$ cat src/common/irq_pkg.sv
package irq_pkg;

  // ------------------------------------------------------------
  // Register offsets
  // ------------------------------------------------------------
  localparam logic [7:0] OFF_CTRL   = 8'h00; // interrupt_control_reg
  localparam logic [7:0] OFF_STATUS = 8'h01; // interrupt_status_reg
  localparam logic [7:0] OFF_KEY_WAKEUP_INPUT_ENABLES  = 8'h02; // key_wakeup_input_enables
  localparam logic [7:0] OFF_SRCEN  = 8'h03; // peripheral source enables
  localparam logic [7:0] OFF_CORE   = 8'h04; // mask bit and stack pointer
  localparam logic [7:0] OFF_PORTC  = 8'h05; // request pin levels

  // ------------------------------------------------------------
  // Field positions
  // ------------------------------------------------------------
  localparam int CTRL_EN_A   = 7;
  localparam int CTRL_EN_B   = 6;
  localparam int CTRL_EN_KW  = 4;
  localparam int CTRL_SEL_A  = 3;
  localparam int CTRL_SEL_B  = 2;
  localparam int STAT_FLAG_A = 7;
  localparam int STAT_FLAG_B = 6;
  localparam int STAT_KW     = 4;
  localparam int STAT_CLR_A  = 3;
  localparam int STAT_CLR_B  = 2;
  localparam int STAT_CLR_KW = 0;
  localparam int CORE_IMASK  = 7;
  localparam int PORTC_BIT7  = 7;
  localparam int PORTC_BIT6  = 6;

  // ------------------------------------------------------------
  // Vectors and stack
  // ------------------------------------------------------------
  localparam logic [15:0] VEC_BASE_USER  = 16'hfff0;
  localparam logic [15:0] VEC_BASE_CHECK = 16'hffe0;
  localparam logic [2:0]  VEC_TIMEBASE   = 3'h0;
  localparam logic [2:0]  VEC_SERIAL     = 3'h1;
  localparam logic [2:0]  VEC_TIMER_B    = 3'h2;
  localparam logic [2:0]  VEC_TIMER_A    = 3'h3;
  localparam logic [2:0]  VEC_KEY        = 3'h4;
  localparam logic [2:0]  VEC_EXT        = 3'h5;
  localparam logic [2:0]  VEC_SWI        = 3'h6;
  localparam logic [2:0]  VEC_RESET      = 3'h7;
  localparam logic [9:0]  SP_UPPER       = 10'b0000000011;
  localparam logic [5:0]  SP_TOP         = 6'h3f;
  localparam logic [2:0]  FRAME_LAST     = 3'h4; // five bytes, 0..4
  localparam logic [2:0]  SETTLE_CNT     = 3'h2; // strap synchroniser depth
  localparam logic [2:0]  CCR_UNUSED     = 3'h7;

  typedef enum logic [2:0] {
    ST_IDLE   = 3'b000,
    ST_PUSH   = 3'b001,
    ST_START  = 3'b011,
    ST_VEC_HI = 3'b010,
    ST_VEC_LO = 3'b110,
    ST_LOAD   = 3'b111
  } state_type;

endpackage : irq_pkg

$ cat src/core/interrupt_priority_stacking.sv
`timescale 1ns/1ps
// Summary of operation
// RULE_01: User vectors at top, self-check at FFE0
// RULE_02: All resets use top vector, unmaskable
// RULE_03: Software trap uses second vector, unmaskable
// RULE_04: Both request pins share priority-2 vector
// RULE_05: Key-wakeup has own priority-3 vector
// RULE_06: Timer A priority 4, timer B 5
// RULE_07: Serial priority 6, timebase lowest vector
// RULE_08: Any reset sets the global mask
// RULE_09: Mask set only after context push
// RULE_10: Fixed hardware priority among pending sources
// RULE_11: Per-source masks plus global class mask
// RULE_12: Masked request stays latched until serviced
// RULE_13: Trap blocks hardware sources until handler starts
// RULE_14: Five-byte frame, low PC byte first
// RULE_15: Stack pointer top on reset, push/pull
// RULE_16: Six-bit pointer, fixed upper bits, wraps
// RULE_17: Select bit: edge only or edge/level
// RULE_18: Software clears flag before enabling it
// RULE_19: Pins readable as port C; branch tests A
// RULE_20: Enabled key falling edge sets wakeup flag
// RULE_21: Per-key latch, all cleared together
// RULE_22: Pin enables act one instruction late
// RULE_23: Request raised only when flag and enable
// RULE_24: Write one clears request flag, reads zero
// RULE_25: Write one clears key-wakeup flag
// RULE_26: Vector high byte at lower address
// RULE_27: Flags hold until cleared or reset
module interrupt_priority_stacking
  import irq_pkg::*;
(
  // Clock and reset
  input  wire logic        CLK,
  input  wire logic        RST,
  // Register port
  input  wire logic [7:0]  ADDR,
  input  wire logic [7:0]  WDATA,
  input  wire logic        WR,
  input  wire logic        RD,
  output logic      [7:0]  RDATA,
  // Pins
  input  wire logic        EXT_REQUEST_A_N,
  input  wire logic        EXT_REQUEST_B_N,
  input  wire logic [7:0]  KEY_WAKEUP_N,
  input  wire logic        EXT_RESET_N,
  input  wire logic        SELF_CHECK,
  // Peripheral sources
  input  wire logic [1:0]  PORT_C_LATCH,
  input  wire logic        WATCHDOG_TIMEOUT,
  input  wire logic        TIMER_A_OVERFLOW_IRQ,
  input  wire logic        TIMER_A_CAPTURE_IRQ,
  input  wire logic        TIMER_A_COMPARE_IRQ,
  input  wire logic        TIMER_B_IRQ,
  input  wire logic        TIMER_B_COMPARE_IRQ,
  input  wire logic        SERIAL_TRANSFER_IRQ,
  input  wire logic        TIMEBASE_IRQ,
  // Sequencer
  input  wire logic        INSTR_DONE,
  input  wire logic        SOFTWARE_TRAP,
  input  wire logic        STACK_PUSH,
  input  wire logic        STACK_PULL,
  input  wire logic        STACK_POINTER_RESET_INSTR,
  input  wire logic        IMASK_SET,
  input  wire logic        IMASK_CLEAR,
  input  wire logic [15:0] PC_IN,
  input  wire logic [7:0]  ACC_IN,
  input  wire logic [7:0]  INDEX_IN,
  input  wire logic [3:0]  CCR_FLAGS,
  output logic             BUSY,
  output logic             INT_PENDING,
  output logic             IMASK,
  output logic      [15:0] STACK_ADDR,
  output logic      [15:0] HANDLER_PC,
  output logic             HANDLER_VALID,
  output logic             EXT_A_LEVEL,
  output logic      [1:0]  PORT_C_LEVELS,
  // Memory port
  output logic      [15:0] MEM_ADDR,
  output logic      [7:0]  MEM_WDATA,
  output logic             MEM_WE,
  output logic             MEM_RD,
  input  wire logic [7:0]  MEM_RDATA
);

  // ------------------------------------------------------------
  // State
  // ------------------------------------------------------------
  typedef struct packed {
    state_type   st;
    logic [2:0]  cnt;
    logic [5:0]  sp;
    logic        imask;
    logic [2:0]  vec;
    logic [7:0]  vec_hi;
    logic        flag_a;
    logic        flag_b;
    logic [7:0]  kw_latch;
    logic        en_a;
    logic        en_b;
    logic        en_kw;
    logic        sel_a;
    logic        sel_b;
    logic        eff_a;
    logic        eff_b;
    logic        eff_kw;
    logic [6:0]  src_en;
    logic [7:0]  key_wakeup_input_enables;
    logic        swi_blk;
    logic        first_wait;
    logic [2:0]  pa_s;
    logic [2:0]  pb_s;
    logic [7:0]  kw_s1;
    logic [7:0]  kw_s2;
    logic [7:0]  kw_s3;
    logic [1:0]  rp_s;
    logic [1:0]  sc_s;
    logic [15:0] ctx_pc;
    logic [7:0]  ctx_x;
    logic [7:0]  ctx_a;
    logic [7:0]  ctx_ccr;
    logic [15:0] mem_addr;
    logic [7:0]  mem_wdata;
    logic        mem_we;
    logic        mem_rd;
    logic [7:0]  rdata;
    logic [15:0] handler;
    logic        handler_v;
  } core_state_type;

  // Request, key and reset pins idle high, so their synchronisers start high to avoid a false edge
  localparam core_state_type RESET_VAL = '{
    st: ST_START, sp: SP_TOP, imask: 1'b1, vec: VEC_RESET,
    pa_s: 3'h7, pb_s: 3'h7, kw_s1: 8'hff, kw_s2: 8'hff, kw_s3: 8'hff,
    rp_s: 2'h3, default: '0
  };

  core_state_type s;
  core_state_type n;

  logic       line_a;
  logic       line_b;
  logic       set_a;
  logic       set_b;
  logic [7:0] kw_fall;
  logic       kw_flag;
  logic       clr_a;
  logic       clr_b;
  logic       clr_kw;
  logic [5:0] cls;
  logic       hw_ok;
  logic       take_hw;
  logic       take_swi;
  logic       soft_rst;

  // ------------------------------------------------------------
  // Functions
  // ------------------------------------------------------------
  function automatic logic [15:0] vec_addr(input logic chk, input logic [2:0] idx, input logic lo);
    logic [15:0] base;
    base = chk ? VEC_BASE_CHECK : VEC_BASE_USER;                      // [RULE_01]
    return {base[15:4], idx, lo};                                     // [RULE_26]
  endfunction : vec_addr

  function automatic logic [2:0] top_src(input logic [5:0] c);
    logic [2:0] r;
    r = VEC_TIMEBASE;
    for (int k = 0; k < 6; k++) begin
      if (c[k]) begin
        r = 3'(k);                                                    // [RULE_10]
      end
    end
    return r;
  endfunction : top_src

  // ------------------------------------------------------------
  // Request decode
  // ------------------------------------------------------------
  // Port C output latch pulls the line low too, hence the flag caveat
  assign line_a   = s.pa_s[1] & PORT_C_LATCH[1];                      // [RULE_18]
  assign line_b   = s.pb_s[1] & PORT_C_LATCH[0];
  assign set_a    = (s.pa_s[2] & ~line_a) | (~s.sel_a & ~line_a);     // [RULE_17]
  assign set_b    = (s.pb_s[2] & ~line_b) | (~s.sel_b & ~line_b);     // [RULE_17]
  assign kw_fall  = s.kw_s3 & ~s.kw_s2 & s.key_wakeup_input_enables;                     // [RULE_20] [RULE_21]
  assign kw_flag  = |s.kw_latch;
  assign clr_a    = WR && ADDR == OFF_STATUS && WDATA[STAT_CLR_A];    // [RULE_24]
  assign clr_b    = WR && ADDR == OFF_STATUS && WDATA[STAT_CLR_B];    // [RULE_24]
  assign clr_kw   = WR && ADDR == OFF_STATUS && WDATA[STAT_CLR_KW];   // [RULE_25]
  assign soft_rst = ~s.rp_s[1] | WATCHDOG_TIMEOUT;                    // [RULE_02]

  always_comb begin
    cls[VEC_EXT]      = (s.flag_a & s.en_a & s.eff_a) |
                        (s.flag_b & s.en_b & s.eff_b);                // [RULE_04] [RULE_23] [RULE_22]
    cls[VEC_KEY]      = kw_flag & s.en_kw & s.eff_kw;                 // [RULE_05] [RULE_20]
    cls[VEC_TIMER_A]  = |({TIMER_A_COMPARE_IRQ, TIMER_A_CAPTURE_IRQ, TIMER_A_OVERFLOW_IRQ} &
                          s.src_en[2:0]);                             // [RULE_06]
    cls[VEC_TIMER_B]  = |({TIMER_B_COMPARE_IRQ, TIMER_B_IRQ} & s.src_en[4:3]); // [RULE_06]
    cls[VEC_SERIAL]   = SERIAL_TRANSFER_IRQ & s.src_en[5];            // [RULE_07]
    cls[VEC_TIMEBASE] = TIMEBASE_IRQ & s.src_en[6];                   // [RULE_07]
  end

  // Global class mask and the trap window both hold requests back
  assign hw_ok       = ~s.imask & ~s.swi_blk & (s.st == ST_IDLE);     // [RULE_11] [RULE_13]
  assign INT_PENDING = (|cls) & hw_ok;                                // [RULE_12]
  assign take_swi    = SOFTWARE_TRAP && s.st == ST_IDLE && !soft_rst; // [RULE_03]
  assign take_hw     = INSTR_DONE && INT_PENDING && !take_swi && !soft_rst;

  // ------------------------------------------------------------
  // Next state
  // ------------------------------------------------------------
  always_comb begin
    n           = s;
    n.mem_we    = 1'b0;
    n.mem_rd    = 1'b0;
    n.handler_v = 1'b0;
    n.rdata     = '0;
    n.pa_s      = {line_a, s.pa_s[0], EXT_REQUEST_A_N};
    n.pb_s      = {line_b, s.pb_s[0], EXT_REQUEST_B_N};
    n.kw_s1     = KEY_WAKEUP_N;
    n.kw_s2     = s.kw_s1;
    n.kw_s3     = s.kw_s2;
    n.rp_s      = {s.rp_s[0], EXT_RESET_N};
    n.sc_s      = {s.sc_s[0], SELF_CHECK};
    // Set wins over a clear in the same cycle
    n.flag_a    = (s.flag_a & ~clr_a) | set_a;                        // [RULE_27] [RULE_12]
    n.flag_b    = (s.flag_b & ~clr_b) | set_b;                        // [RULE_27]
    n.kw_latch  = (s.kw_latch & ~{8{clr_kw}}) | kw_fall;              // [RULE_21] [RULE_25]

    if (WR) begin
      case (ADDR)
        OFF_CTRL: begin
          n.en_a  = WDATA[CTRL_EN_A];
          n.en_b  = WDATA[CTRL_EN_B];
          n.en_kw = WDATA[CTRL_EN_KW];
          n.sel_a = WDATA[CTRL_SEL_A];
          n.sel_b = WDATA[CTRL_SEL_B];
        end
        OFF_KEY_WAKEUP_INPUT_ENABLES: n.key_wakeup_input_enables  = WDATA;                                  // [RULE_20]
        OFF_SRCEN: n.src_en = WDATA[6:0];                             // [RULE_11]
        default: ;
      endcase
    end

    if (RD) begin
      case (ADDR)
        OFF_CTRL:   n.rdata = {s.en_a, s.en_b, 1'b0, s.en_kw, s.sel_a, s.sel_b, 2'b00};
        OFF_STATUS: n.rdata = {s.flag_a, s.flag_b, 1'b0, kw_flag, 4'h0}; // [RULE_24]
        OFF_KEY_WAKEUP_INPUT_ENABLES:  n.rdata = s.key_wakeup_input_enables;
        OFF_SRCEN:  n.rdata = {1'b0, s.src_en};
        OFF_CORE:   n.rdata = {s.imask, 1'b0, s.sp};
        OFF_PORTC:  n.rdata = {line_a, line_b, 6'h00};                // [RULE_19]
        default:    n.rdata = '0;
      endcase
    end

    // Enables for pin and key requests take hold one boundary late
    if (INSTR_DONE) begin
      n.eff_a  = s.en_a;                                              // [RULE_22]
      n.eff_b  = s.en_b;
      n.eff_kw = s.en_kw;
      if (s.first_wait) begin
        n.swi_blk    = 1'b0;                                          // [RULE_13]
        n.first_wait = 1'b0;
      end
    end

    if (IMASK_SET) begin
      n.imask = 1'b1;
    end else if (IMASK_CLEAR) begin
      n.imask = 1'b0;
    end

    if (STACK_POINTER_RESET_INSTR) begin
      n.sp = SP_TOP;                                                  // [RULE_15]
    end else if (STACK_PUSH) begin
      n.sp = s.sp - 6'h01;                                            // [RULE_15] [RULE_16]
    end else if (STACK_PULL) begin
      n.sp = s.sp + 6'h01;                                            // [RULE_15] [RULE_16]
    end

    case (s.st)
      ST_IDLE: begin
        if (take_swi || take_hw) begin
          n.st      = ST_PUSH;
          n.cnt     = '0;
          n.vec     = take_swi ? VEC_SWI : top_src(cls);              // [RULE_03] [RULE_10]
          n.swi_blk = take_swi;                                       // [RULE_13]
          n.ctx_pc  = PC_IN;
          n.ctx_x   = INDEX_IN;
          n.ctx_a   = ACC_IN;
          n.ctx_ccr = {CCR_UNUSED, CCR_FLAGS[3], s.imask, CCR_FLAGS[2:0]};
        end
      end
      ST_PUSH: begin
        n.mem_we   = 1'b1;
        n.mem_addr = {SP_UPPER, s.sp};                                // [RULE_16]
        n.sp       = s.sp - 6'h01;                                    // [RULE_14]
        n.cnt      = s.cnt + 3'h1;
        case (s.cnt)
          3'h0:    n.mem_wdata = s.ctx_pc[7:0];                       // [RULE_14]
          3'h1:    n.mem_wdata = s.ctx_pc[15:8];
          3'h2:    n.mem_wdata = s.ctx_x;
          3'h3:    n.mem_wdata = s.ctx_a;
          default: n.mem_wdata = s.ctx_ccr;
        endcase
        if (s.cnt == FRAME_LAST) begin
          n.st  = ST_START;
          n.cnt = '0;
        end
      end
      ST_START: begin
        // Mask rises here, after the condition codes are on the stack
        n.imask = 1'b1;                                               // [RULE_08] [RULE_09]
        if (s.cnt == SETTLE_CNT) begin
          n.st       = ST_VEC_HI;
          n.mem_rd   = 1'b1;
          n.mem_addr = vec_addr(s.sc_s[1], s.vec, 1'b0);              // [RULE_01] [RULE_26]
        end else begin
          n.cnt = s.cnt + 3'h1;
        end
      end
      ST_VEC_HI: begin
        n.st       = ST_VEC_LO;
        n.mem_rd   = 1'b1;
        n.mem_addr = vec_addr(s.sc_s[1], s.vec, 1'b1);                // [RULE_26]
      end
      ST_VEC_LO: begin
        n.st     = ST_LOAD;
        n.vec_hi = MEM_RDATA;                                         // [RULE_26]
      end
      ST_LOAD: begin
        n.st         = ST_IDLE;
        n.handler    = {s.vec_hi, MEM_RDATA};
        n.handler_v  = 1'b1;
        n.first_wait = 1'b1;
      end
      default: n.st = ST_IDLE;
    endcase

    // Pin reset and watchdog restart the core like power-on
    if (soft_rst) begin
      n.st         = ST_START;                                        // [RULE_02]
      n.cnt        = '0;
      n.vec        = VEC_RESET;
      n.sp         = SP_TOP;                                          // [RULE_15]
      n.imask      = 1'b1;                                            // [RULE_08]
      n.flag_a     = 1'b0;
      n.flag_b     = 1'b0;
      n.kw_latch   = '0;
      n.en_a       = 1'b0;
      n.en_b       = 1'b0;
      n.en_kw      = 1'b0;
      n.sel_a      = 1'b0;
      n.sel_b      = 1'b0;
      n.eff_a      = 1'b0;
      n.eff_b      = 1'b0;
      n.eff_kw     = 1'b0;
      n.src_en     = '0;
      n.key_wakeup_input_enables      = '0;
      n.swi_blk    = 1'b0;
      n.first_wait = 1'b0;
      n.mem_we     = 1'b0;
      n.mem_rd     = 1'b0;
    end
  end

  always_ff @(posedge CLK or posedge RST) begin
    if (RST) begin
      s <= RESET_VAL;
    end else begin
      s <= n;
    end
  end

  // ------------------------------------------------------------
  // Outputs
  // ------------------------------------------------------------
  assign RDATA         = s.rdata;
  assign BUSY          = s.st != ST_IDLE;
  assign IMASK         = s.imask;
  assign STACK_ADDR    = {SP_UPPER, s.sp};                            // [RULE_16]
  assign HANDLER_PC    = s.handler;
  assign HANDLER_VALID = s.handler_v;
  assign EXT_A_LEVEL   = line_a;                                      // [RULE_19]
  assign PORT_C_LEVELS = {line_a, line_b};                            // [RULE_19]
  assign MEM_ADDR      = s.mem_addr;
  assign MEM_WDATA     = s.mem_wdata;
  assign MEM_WE        = s.mem_we;
  assign MEM_RD        = s.mem_rd;
endmodule : interrupt_priority_stacking

$ cat config.mk
export PLATFORM = sky130hd
export DESIGN_NAME = interrupt_priority_stacking
export DESIGN_NICKNAME = d
export VERILOG_FILES = /design/src/common/irq_pkg.sv /design/src/core/interrupt_priority_stacking.sv
export SDC_FILE = /design/constraint.sdc
export NUM_CORES = 1
export LEC_CHECK = 0
export BUFFER_PORTS_ARGS = -buffer_cell sky130_fd_sc_hd__buf_2
export CORE_MARGIN = 2
export CORE_UTILIZATION = 50
export DETAILED_ROUTE_END_ITERATION = 7
export PLACE_DENSITY = 0.77
export SLEW_MARGIN = 20
export SYNTH_ARGS = -nofsm -noshare
export SYNTH_HDL_FRONTEND = slang
export SYNTH_SLANG_ARGS = --single-unit
$ cat constraint.sdc
create_clock -name CLK -period 5.1 [get_ports CLK]
set_clock_uncertainty 0.05 [all_clocks]
set_input_delay 0.765 -clock CLK [delete_from_list [all_inputs] [get_ports CLK]]
set_output_delay 0.765 -clock CLK [all_outputs]
set_load 0.1 [all_outputs]
==> results of run 1 <==
-- where the power goes --
group          switching, mW  internal, mW  total [mW]
clock network          0.603         0.750        1.35
logic                  0.506         0.105       0.611
registers             0.0309          1.44        1.47
total                   1.14          2.30        3.44
-- sequential cells by signal, indices dropped and copies added (netlist names) --
register / cells
HANDLER_PC: 16
HANDLER_VALID: 1
IMASK: 1
MEM_ADDR: 8
MEM_RD: 1
MEM_WDATA: 8
MEM_WE: 1
RDATA: 8
STACK_ADDR: 6
n: 20
s: 104
-- layout make-up --
| class | count | area share, % |
|---|---|---|
| flip-flops and latches | 174 | 48.3 |
| repair buffers | 158 | 8.88 |
| multi-input cells | 404 | 32.2 |
| well taps | 216 | 2.96 |
| clock buffers | 17 | 4.66 |
| clock inverters | 15 | 2.15 |
| inverters | 16 | 0.699 |
| diodes | 3 | 0.0823 |
-- per-layer routing --
layer	global-route usage (%)	share of wire, %	routed length (µm)	vias to the layer above
met5	0	0	0	-
met4	7.32	2.4	398	0
met3	6.15	7.1	1190	29
met2	31.4	47	7890	197
met1	27.7	44	7340	2639
li1	-	-	-	2531
-- worst paths after layout --
kind,slack [ns],from,cells after the start,to
worst max-delay path,2.07,TIMER_A_OVERFLOW_IRQ,5,INT_PENDING
worst min-delay path,0.30,n[92]$_DFF_PP0_,0,s[92]$_DFF_PP0_
worst max register to register,2.48,s[94]$_DFF_PP1_,6,s[85]$_DFFE_PP0P_
worst min register to register,0.30,n[92]$_DFF_PP0_,0,s[92]$_DFF_PP0_
max in group asynchronous,3.81,RST,3,MEM_ADDR[5]$_DFFE_PP0P_
min in group asynchronous,0.58,RST,3,HANDLER_PC[5]$_DFFE_PP0P_
-- cell usage after synthesis (6+ instances only) --
master	number
nand3_1	22
nor2_1	42
mux2_2	33
ha_1	7
a221oi_1	8
mux2i_1	20
mux2_4	30
a21oi_1	26
nand2_1	49
nand3b_1	11
o21ai_0	38
a22oi_1	6
clkbuf_1	22
dfstp_2	44
a222oi_1	9
inv_1	16
dfrtp_1	130
a31oi_1	8
buf_4	67
nand2b_1	8
-- stage by stage --
step                      power, mW  hold WS, ns  setup WS, ns  cells
final                          3.44        0.305          2.07   1003
after global routing           3.56        0.311          2.04   1002
after CTS                      3.47        0.307          2.09   1000
after detailed placement       2.11        0.297          1.91    968
after global placement         2.11        0.285          2.03    968
after floorplan                2.07        0.281          1.70    693
-- kinds of logic (layout without fill, tap and decap cells) --
kind of cell | Yosys count | in the layout
multiplexers | 84 | 84
XOR/XNOR | 3 | 3
flip-flops | 174 | 174
buffers and inverters | 115 | 206
adder cells (fa/ha/maj) | 7 | 7
other | 2 | 13
AND/OR/NAND/NOR | 171 | 171
AO/OA/AOI/OAI | 129 | 129
==> results.md, run 1 <==
- The run finished with clean final reports.
- The worst setup path is captured at a primary output.
- Ranked by total cell area, the synthesized netlist is headed by dfrtp_1, dfstp_2, buf_4, mux2_4, mux2_2.
- The total of hold buffers inserted after clock tree synthesis is 0.
- In the layout the commonest cells are buf_2, dfrtp_1, nand2_1, dfstp_2, nor2_1.
- Across the VDD grid, the largest voltage drop is 0.320 mV.
- The gate count after technology mapping is 685.
- The highest fanout seen on the critical path is 4.
- In this run the biggest area consumer among cell types represents 40.4% of the synthesized area.
- The clock root buffer is clkbuf_16.
- The global-route congestion overflow total is 0.
- Max-cap violations in this run came to 0.
- By area, the combinational part of the netlist is dominated by multiplexers.
- On the worst path, the slowest cell contributes a delay of 0.56 ns.
- The average wire per cell in the routed design is 16.8 µm.
- The most used flip-flop cell after synthesis is dfrtp_1.
- For this run, the number of Yosys warnings is 0.
- The first routing iteration left 378 violations.
- Counting every sink on the clock net gives 174.
- The detailed-placement wirelength estimate is 11700 µm.
- The worst path required time is 4.28 ns.
- The total buffers and inverters traversed by the critical path is 2.
- Setup violations remaining at the end of the flow were counted as 0.
- The most frequent standard cell in the layout excluding fill and tap cells is buf_2.
- The signal on the critical path passes through buf_2 > a222oi_1 > and3_2 > a31oi_1 > buf_2.
- The synthesized netlist occupies a cell area of 8050 µm².
- Counting the fill cells in the layout gives 1345.
- The initial antenna violation count is 3.
- The die footprint is 17100 µm².
- The number of library cell types mapped by synthesis is 67.
- Setup repair after global routing left no endpoint under its margin.
- The total of cells resized after clock tree synthesis is 0.
- The area taken by multi-input logic gates is 2940 µm².
- The CTS buffer count is 17.
- The worst setup path is launched from an input port.
- The cell area after placement is 8490 µm².
- The share of synthesized area occupied by flip-flops and latches is 54.8%.
- In the final layout, flip-flops and latches occupy 4410 µm².
- In the final timing run, aggregate negative setup slack is 0 ns.
- The max-slew headroom at the worst pin is 40.8%.
- From synthesis to final layout, the design area changed by 13.4%.
- The post-synthesis mux area share is 13.0%.
- In this run the count of I/O pins placed on the die edge is 166.
- The initialized floorplan defines 46 standard-cell rows.
- The detailed-router iteration count before antenna repair is 5.
- The net count of the finished layout is 871.
- Summing all non-filler instances in the final layout gives an area of 9130 µm².
- During placement, the flow inserted port buffers numbering 155.
- Of the cells placed in the final design, the portion with a size suffix greater than 1 is 39.9%.
- The width of the die is 131 µm.
- After clock tree synthesis, the clock-pin slew on the worst setup and hold paths is 0.07 ns.
- Entering global routing, the biggest net connects 175 pins.
- The data arrival time of the worst path is 2.21 ns.
- Counting along the longest clock path gives a buffer depth of 2.
- The share of flip-flops with an asynchronous set or reset is 100%.
- The share of the synthesized area in compound gates (AO/OA/AOI/OAI) is 10.7%.
- The CTS tree is built.
- The congestion estimate from routability-driven global placement came to 0.892.
- In this run the standard cell core region covers 15800 µm².
- Timing would allow up to 330 MHz.
- The leakage power figure is 4.26 nW.
- Detailed routing inserted a total of 5396 vias.
- The synthesized design contains 0 enable-type register cells.
- The clock latency reported for the late side of the worst-skew pair is 0.43 ns.
- Buffers added to address setup during post-CTS repair amount to 0.
- Wires add up to 16800 µm.
- The transition time at the pin with the least slew margin is 0.889 ns.
- Of the total synthesized cell area, the portion taken by XOR and XNOR cells is 0.326%.
- The start-to-end type of the worst setup path is input port to primary output.
- For this run, design rule violations remaining after detail routing come to 0.
- The H-tree generated during clock tree synthesis spans 4 levels.
- Summing the areas of all fa, ha and maj instances in the mapped netlist gives 1.09% of the synthesized area.
- Measured along the y axis, the die boundary spans 131 µm.
- The path class of the tightest hold or removal check is flip-flop to flip-flop.
- The register bit count reported by yosys is 174.
- The master of the slowest instance on the critical path is a222oi_1.
- For this configuration, the core starts out at a cell density of 50.9%.
- The number of global-route vias before repair is 5267.
- After synthesis, the mean cell area works out to 11.8 µm².
- The smallest clock period supported by the final layout is computed as 3.03 ns.
- Measured on the finished design, the core utilization comes to 57.7%.
- Once detail routing completed, the nets flagged for antenna violations numbered 0.
- dfrtp_1 takes more of the synthesized area than any other cell.
- The hold violation total from the final report is 0.
- The first global-routing pass estimated 26800 µm of wire.
- The final critical-path share of the clock period is 59.4%.
- Dividing total power by cell area gives a power density of 377 nW/µm².
- Counting stages on the worst path, the most repeated cell is buf_2.
- The via density per instance is 5.38.
- The overall global routing resource usage is 20.4%.
- The final count of pins violating max slew is 0.
- The synthesized netlist devotes 10.9% of its cell area to simple gates.
- The cell class contributing the biggest share of worst-path delay is compound AO/OA/AOI/OAI gates.
(Power assumes the default switching activity.)
==> run 2, diff against run 1 <==
ABC_AREA = 1   (was default)
clock period = 2.5 ns   (was 5.1 ns; I/O delays follow)
==> results.md, run 2 <==
- Summing the areas of all and, or, nand and nor instances in the mapped netlist gives 21.5% of the synthesized area.
- The register with the most flip-flops in the layout has 104 of them.
- The class of the most critical hold timing path is input port to flip-flop.
- From left edge to right edge, the die measures 131 µm.
- The initial standard-cell utilization of the core is 51.1%.
- The detailed-router iteration count before antenna repair is 7.
- Headroom to the max-slew limit came out at 53.4%.
- The register bit count reported by yosys is 174.
- Global routing used 20.5% of the available tracks.
- The type of origin of the critical path is a flip-flop.
- The total number of nets in the final design is 1091.
- The largest family of logic cells by synthesized area is simple AND/OR/NAND/NOR gates.
- The register with the most flip-flops is s.
- The total via count after detailed routing is 5955.
- The die is 131 µm tall.
- The type of destination of the critical path is a primary output.
- The power density of the placed cells is 897 nW/µm².
- Data on the critical path is required at its endpoint by 2.08 ns.
- The main flop type after synthesis is dfrtp_1.
- Leaving out fill and tap cells, the most frequent cell in the layout is nand2_1.
- The leading cell type by number of instances after synthesis is nand2_1.
- The detailed-placement wirelength estimate is 12600 µm.
- TritonCTS built the clock tree.
- Entering global routing, the biggest net connects 71 pins.
- The core region is 15800 µm².
- For this run, the top clock speed supported by timing is 420 MHz.
- The clock root buffer is clkbuf_16.
- The ratio of cells with drive above 1 in the final layout is 28.8%.
- The analysis attributes to cell leakage a power of 4.70 nW.
- For this run, design rule violations remaining after detail routing come to 0.
- Synthesis produced 874 cells.
- Counting flops with a built-in enable in the synthesized netlist gives 0.
- The detail route stage leaves a number of antenna-violating nets equal to 0.
- The H-tree generated during clock tree synthesis spans 4 levels.
- Input and output buffers added on the ports amount to 155.
- The number of global-route vias before repair is 5724.
- In the finished design, the share of the clock period the worst path needs comes to 95.3%.
- The number of library cell types mapped by synthesis is 44.
- Clock-pin slew was measured on the worst setup and hold paths at 0.07 ns.
- Summing the areas of all compound-gate instances in the mapped netlist gives 10.2% of the synthesized area.
- Dividing the synthesized area by the synthesized cell count gives 9.25 µm².
- The most used routing layer in global routing is met2.
- The congestion estimate from routability-driven global placement came to 0.952.
- The end-of-flow core utilization is 58.9%.
- The hold violation total from the final report is 0.
- The number of max-capacitance violations reported is 0.
- In the layout the commonest cells are nand2_1, buf_2, dfrtp_1, inv_1.
- The count of final setup violators is 0.
- Of the synthesized area, sequential elements account for 54.5%.
- The via density per instance is 4.88.
- The clock drives 174 sinks.
- For the pin with the worst max-slew slack, the measured transition is 0.696 ns.
- In this run the count of I/O pins placed on the die edge is 166.
- The run finished with clean final reports.
- The total overflow left after global routing is 0.
- The fraction of synthesized cell area taken by the top area cell type is 40.2%.
- The design draws 8.36 mW.
- Of all cell types, the one taking the most synthesized area is dfrtp_1.
- The initialized floorplan defines 46 standard-cell rows.
- After synthesis, the share of flip-flops with an asynchronous set or reset is 100%.
- Summed over all layers, the routed wires come to 17400 µm.
- The count of synthesis-stage warnings from yosys is 0.
- Buffers inserted during clock tree synthesis total 17.
- From synthesis to final layout, the design area changed by 15.4%.
- Setup repair after global routing left no endpoint under its margin.
- The fraction of met1 tracks used by global routing is 28.4%.
- The die footprint is 17200 µm².
- The initial antenna violation count is 1.
- The number of fill cells in the layout is 1387.
- The final count of pins violating max slew came to 0.
- In this run the worst path has a maximum fanout of 4.
- By startpoint and endpoint, the worst setup path is classified as flip-flop to primary output.
- For met2 alone, demand over resource in global routing was 32.1%.
- The netlist area before placement is 8080 µm².
- After synthesis, the share of cell area in mux cells is 0%.
- The longest clock path from root to sink contains 2 buffers.
- The post-synthesis share of cell area spent on full adders, half adders and majority gates is 1.08%.
- In the global route stage, met3 resource usage came out at 4.98%.
- For the worst-skew pair, the clock arrives at the later sink with an insertion delay of 0.43 ns.
- Post-CTS timing repair inserted 0 buffers for setup.
- Ranked by total cell area, the synthesized netlist is headed by dfrtp_1, dfstp_2, nand2_1, buf_4, inv_1.
- By count the netlist is led by nand2_1, dfrtp_1, inv_1.
- The peak supply drop is 0.498 mV.
- The average wire per cell in the routed design is 14.2 µm.
- Summing the areas of all xor and xnor instances in the mapped netlist gives 0.650% of the synthesized area.
- The detailed router's first-iteration violation count is 433.
- The data arrival time of the worst path is 1.96 ns.
- The first global-routing pass estimated 28400 µm of wire.
- Subtracting the final worst setup slack from the clock period gives 2.38 ns.
-- run 2: path summary, 6_finish.rpt --
| check | startpoint | slack (ns) | endpoint | depth (start not counted) |
|---|---|---|---|---|
| max | s[183]$_DFFE_PP0P_ | 0.12 | INT_PENDING | 6 |
| min | IMASK_CLEAR | 0.06 | IMASK$_DFFE_PP1P_ | 2 |
| max reg2reg | s[94]$_DFF_PP1_ | 0.47 | s[72]$_DFFE_PP0P_ | 9 |
| min reg2reg | n[94]$_DFF_PP1_ | 0.31 | s[94]$_DFF_PP1_ | 0 |
| max in group asynchronous | RST | 1.13 | s[120]$_DFF_PP1_ | 4 |
| min in group asynchronous | RST | 0.52 | s[139]$_DFFE_PP0P_ | 3 |
-- run 2: kinds of logic (layout without fill, tap and decap cells) --
kind of cell / Yosys count / count (layout)
buffers and inverters: 167 / 289
AOI/OAI and AO/OA: 129 / 129
DFF: 174 / 174
other: 2 / 11
adders and majority gates: 7 / 7
and+or+nand+nor: 389 / 389
xor gates and xnor gates: 6 / 6
-- run 2: critical path: stages, from the launching register on --
cell and delay [ns]:
dfrtp_1 0.44, nor2_4 0.19, nand2_4 0.10, nor3_4 0.20
nand2_1 0.09, inv_1 0.07, buf_2 0.45
-- run 2: per-stage QoR --
stage / TNS (ns) / hold WS (ns) / setup slack [ns] / area (µm²) / cells
final: 0 / 0.0554 / 0.118 / 9330 / 1221
after global routing: 0 / 0.0385 / 0.0310 / 9320 / 1220
after CTS: 0 / 0.0482 / 0.0413 / 9310 / 1220
after detailed placement: 0 / 0.297 / 0.403 / 8590 / 1175
after global placement: 0 / 0.294 / 0.489 / 8590 / 1175
after floorplan: -14.79 / 0.281 / -0.114 / 8120 / 882
-- run 2: layer usage --
| layer | wire, µm | part of all wire [%] |
|---|---|---|
| met5 | 0 | 0 |
| met4 | 260 | 1.5 |
| met3 | 1000 | 5.8 |
| met2 | 8210 | 47 |
| met1 | 7910 | 45 |
-- run 2: what timing repair did --
item,CTS,global route
hold buffers,13,0
hold endpoints to repair,21,0
resized for setup,0,2
setup endpoints to repair,0,1
-- run 2: cell type report --
| type | instances | area [µm²] | area share [%] |
|---|---|---|---|
| clock inverter | 12 | 113 | 1.21 |
| inverter | 81 | 313 | 3.35 |
| antenna | 1 | 2.50 | 0.0268 |
| timing repair buffer | 176 | 991 | 10.6 |
| clock buffer | 20 | 478 | 5.13 |
| sequential | 174 | 4410 | 47.3 |
| tap | 216 | 270 | 2.90 |
| multi-input combinational | 541 | 2750 | 29.5 |
-- run 2: power by group --
part | switching [mW] | internal, mW | total [mW]
Clock | 1.19 | 1.43 | 2.62
Combinational | 2.01 | 0.414 | 2.42
Sequential | 0.177 | 3.14 | 3.32
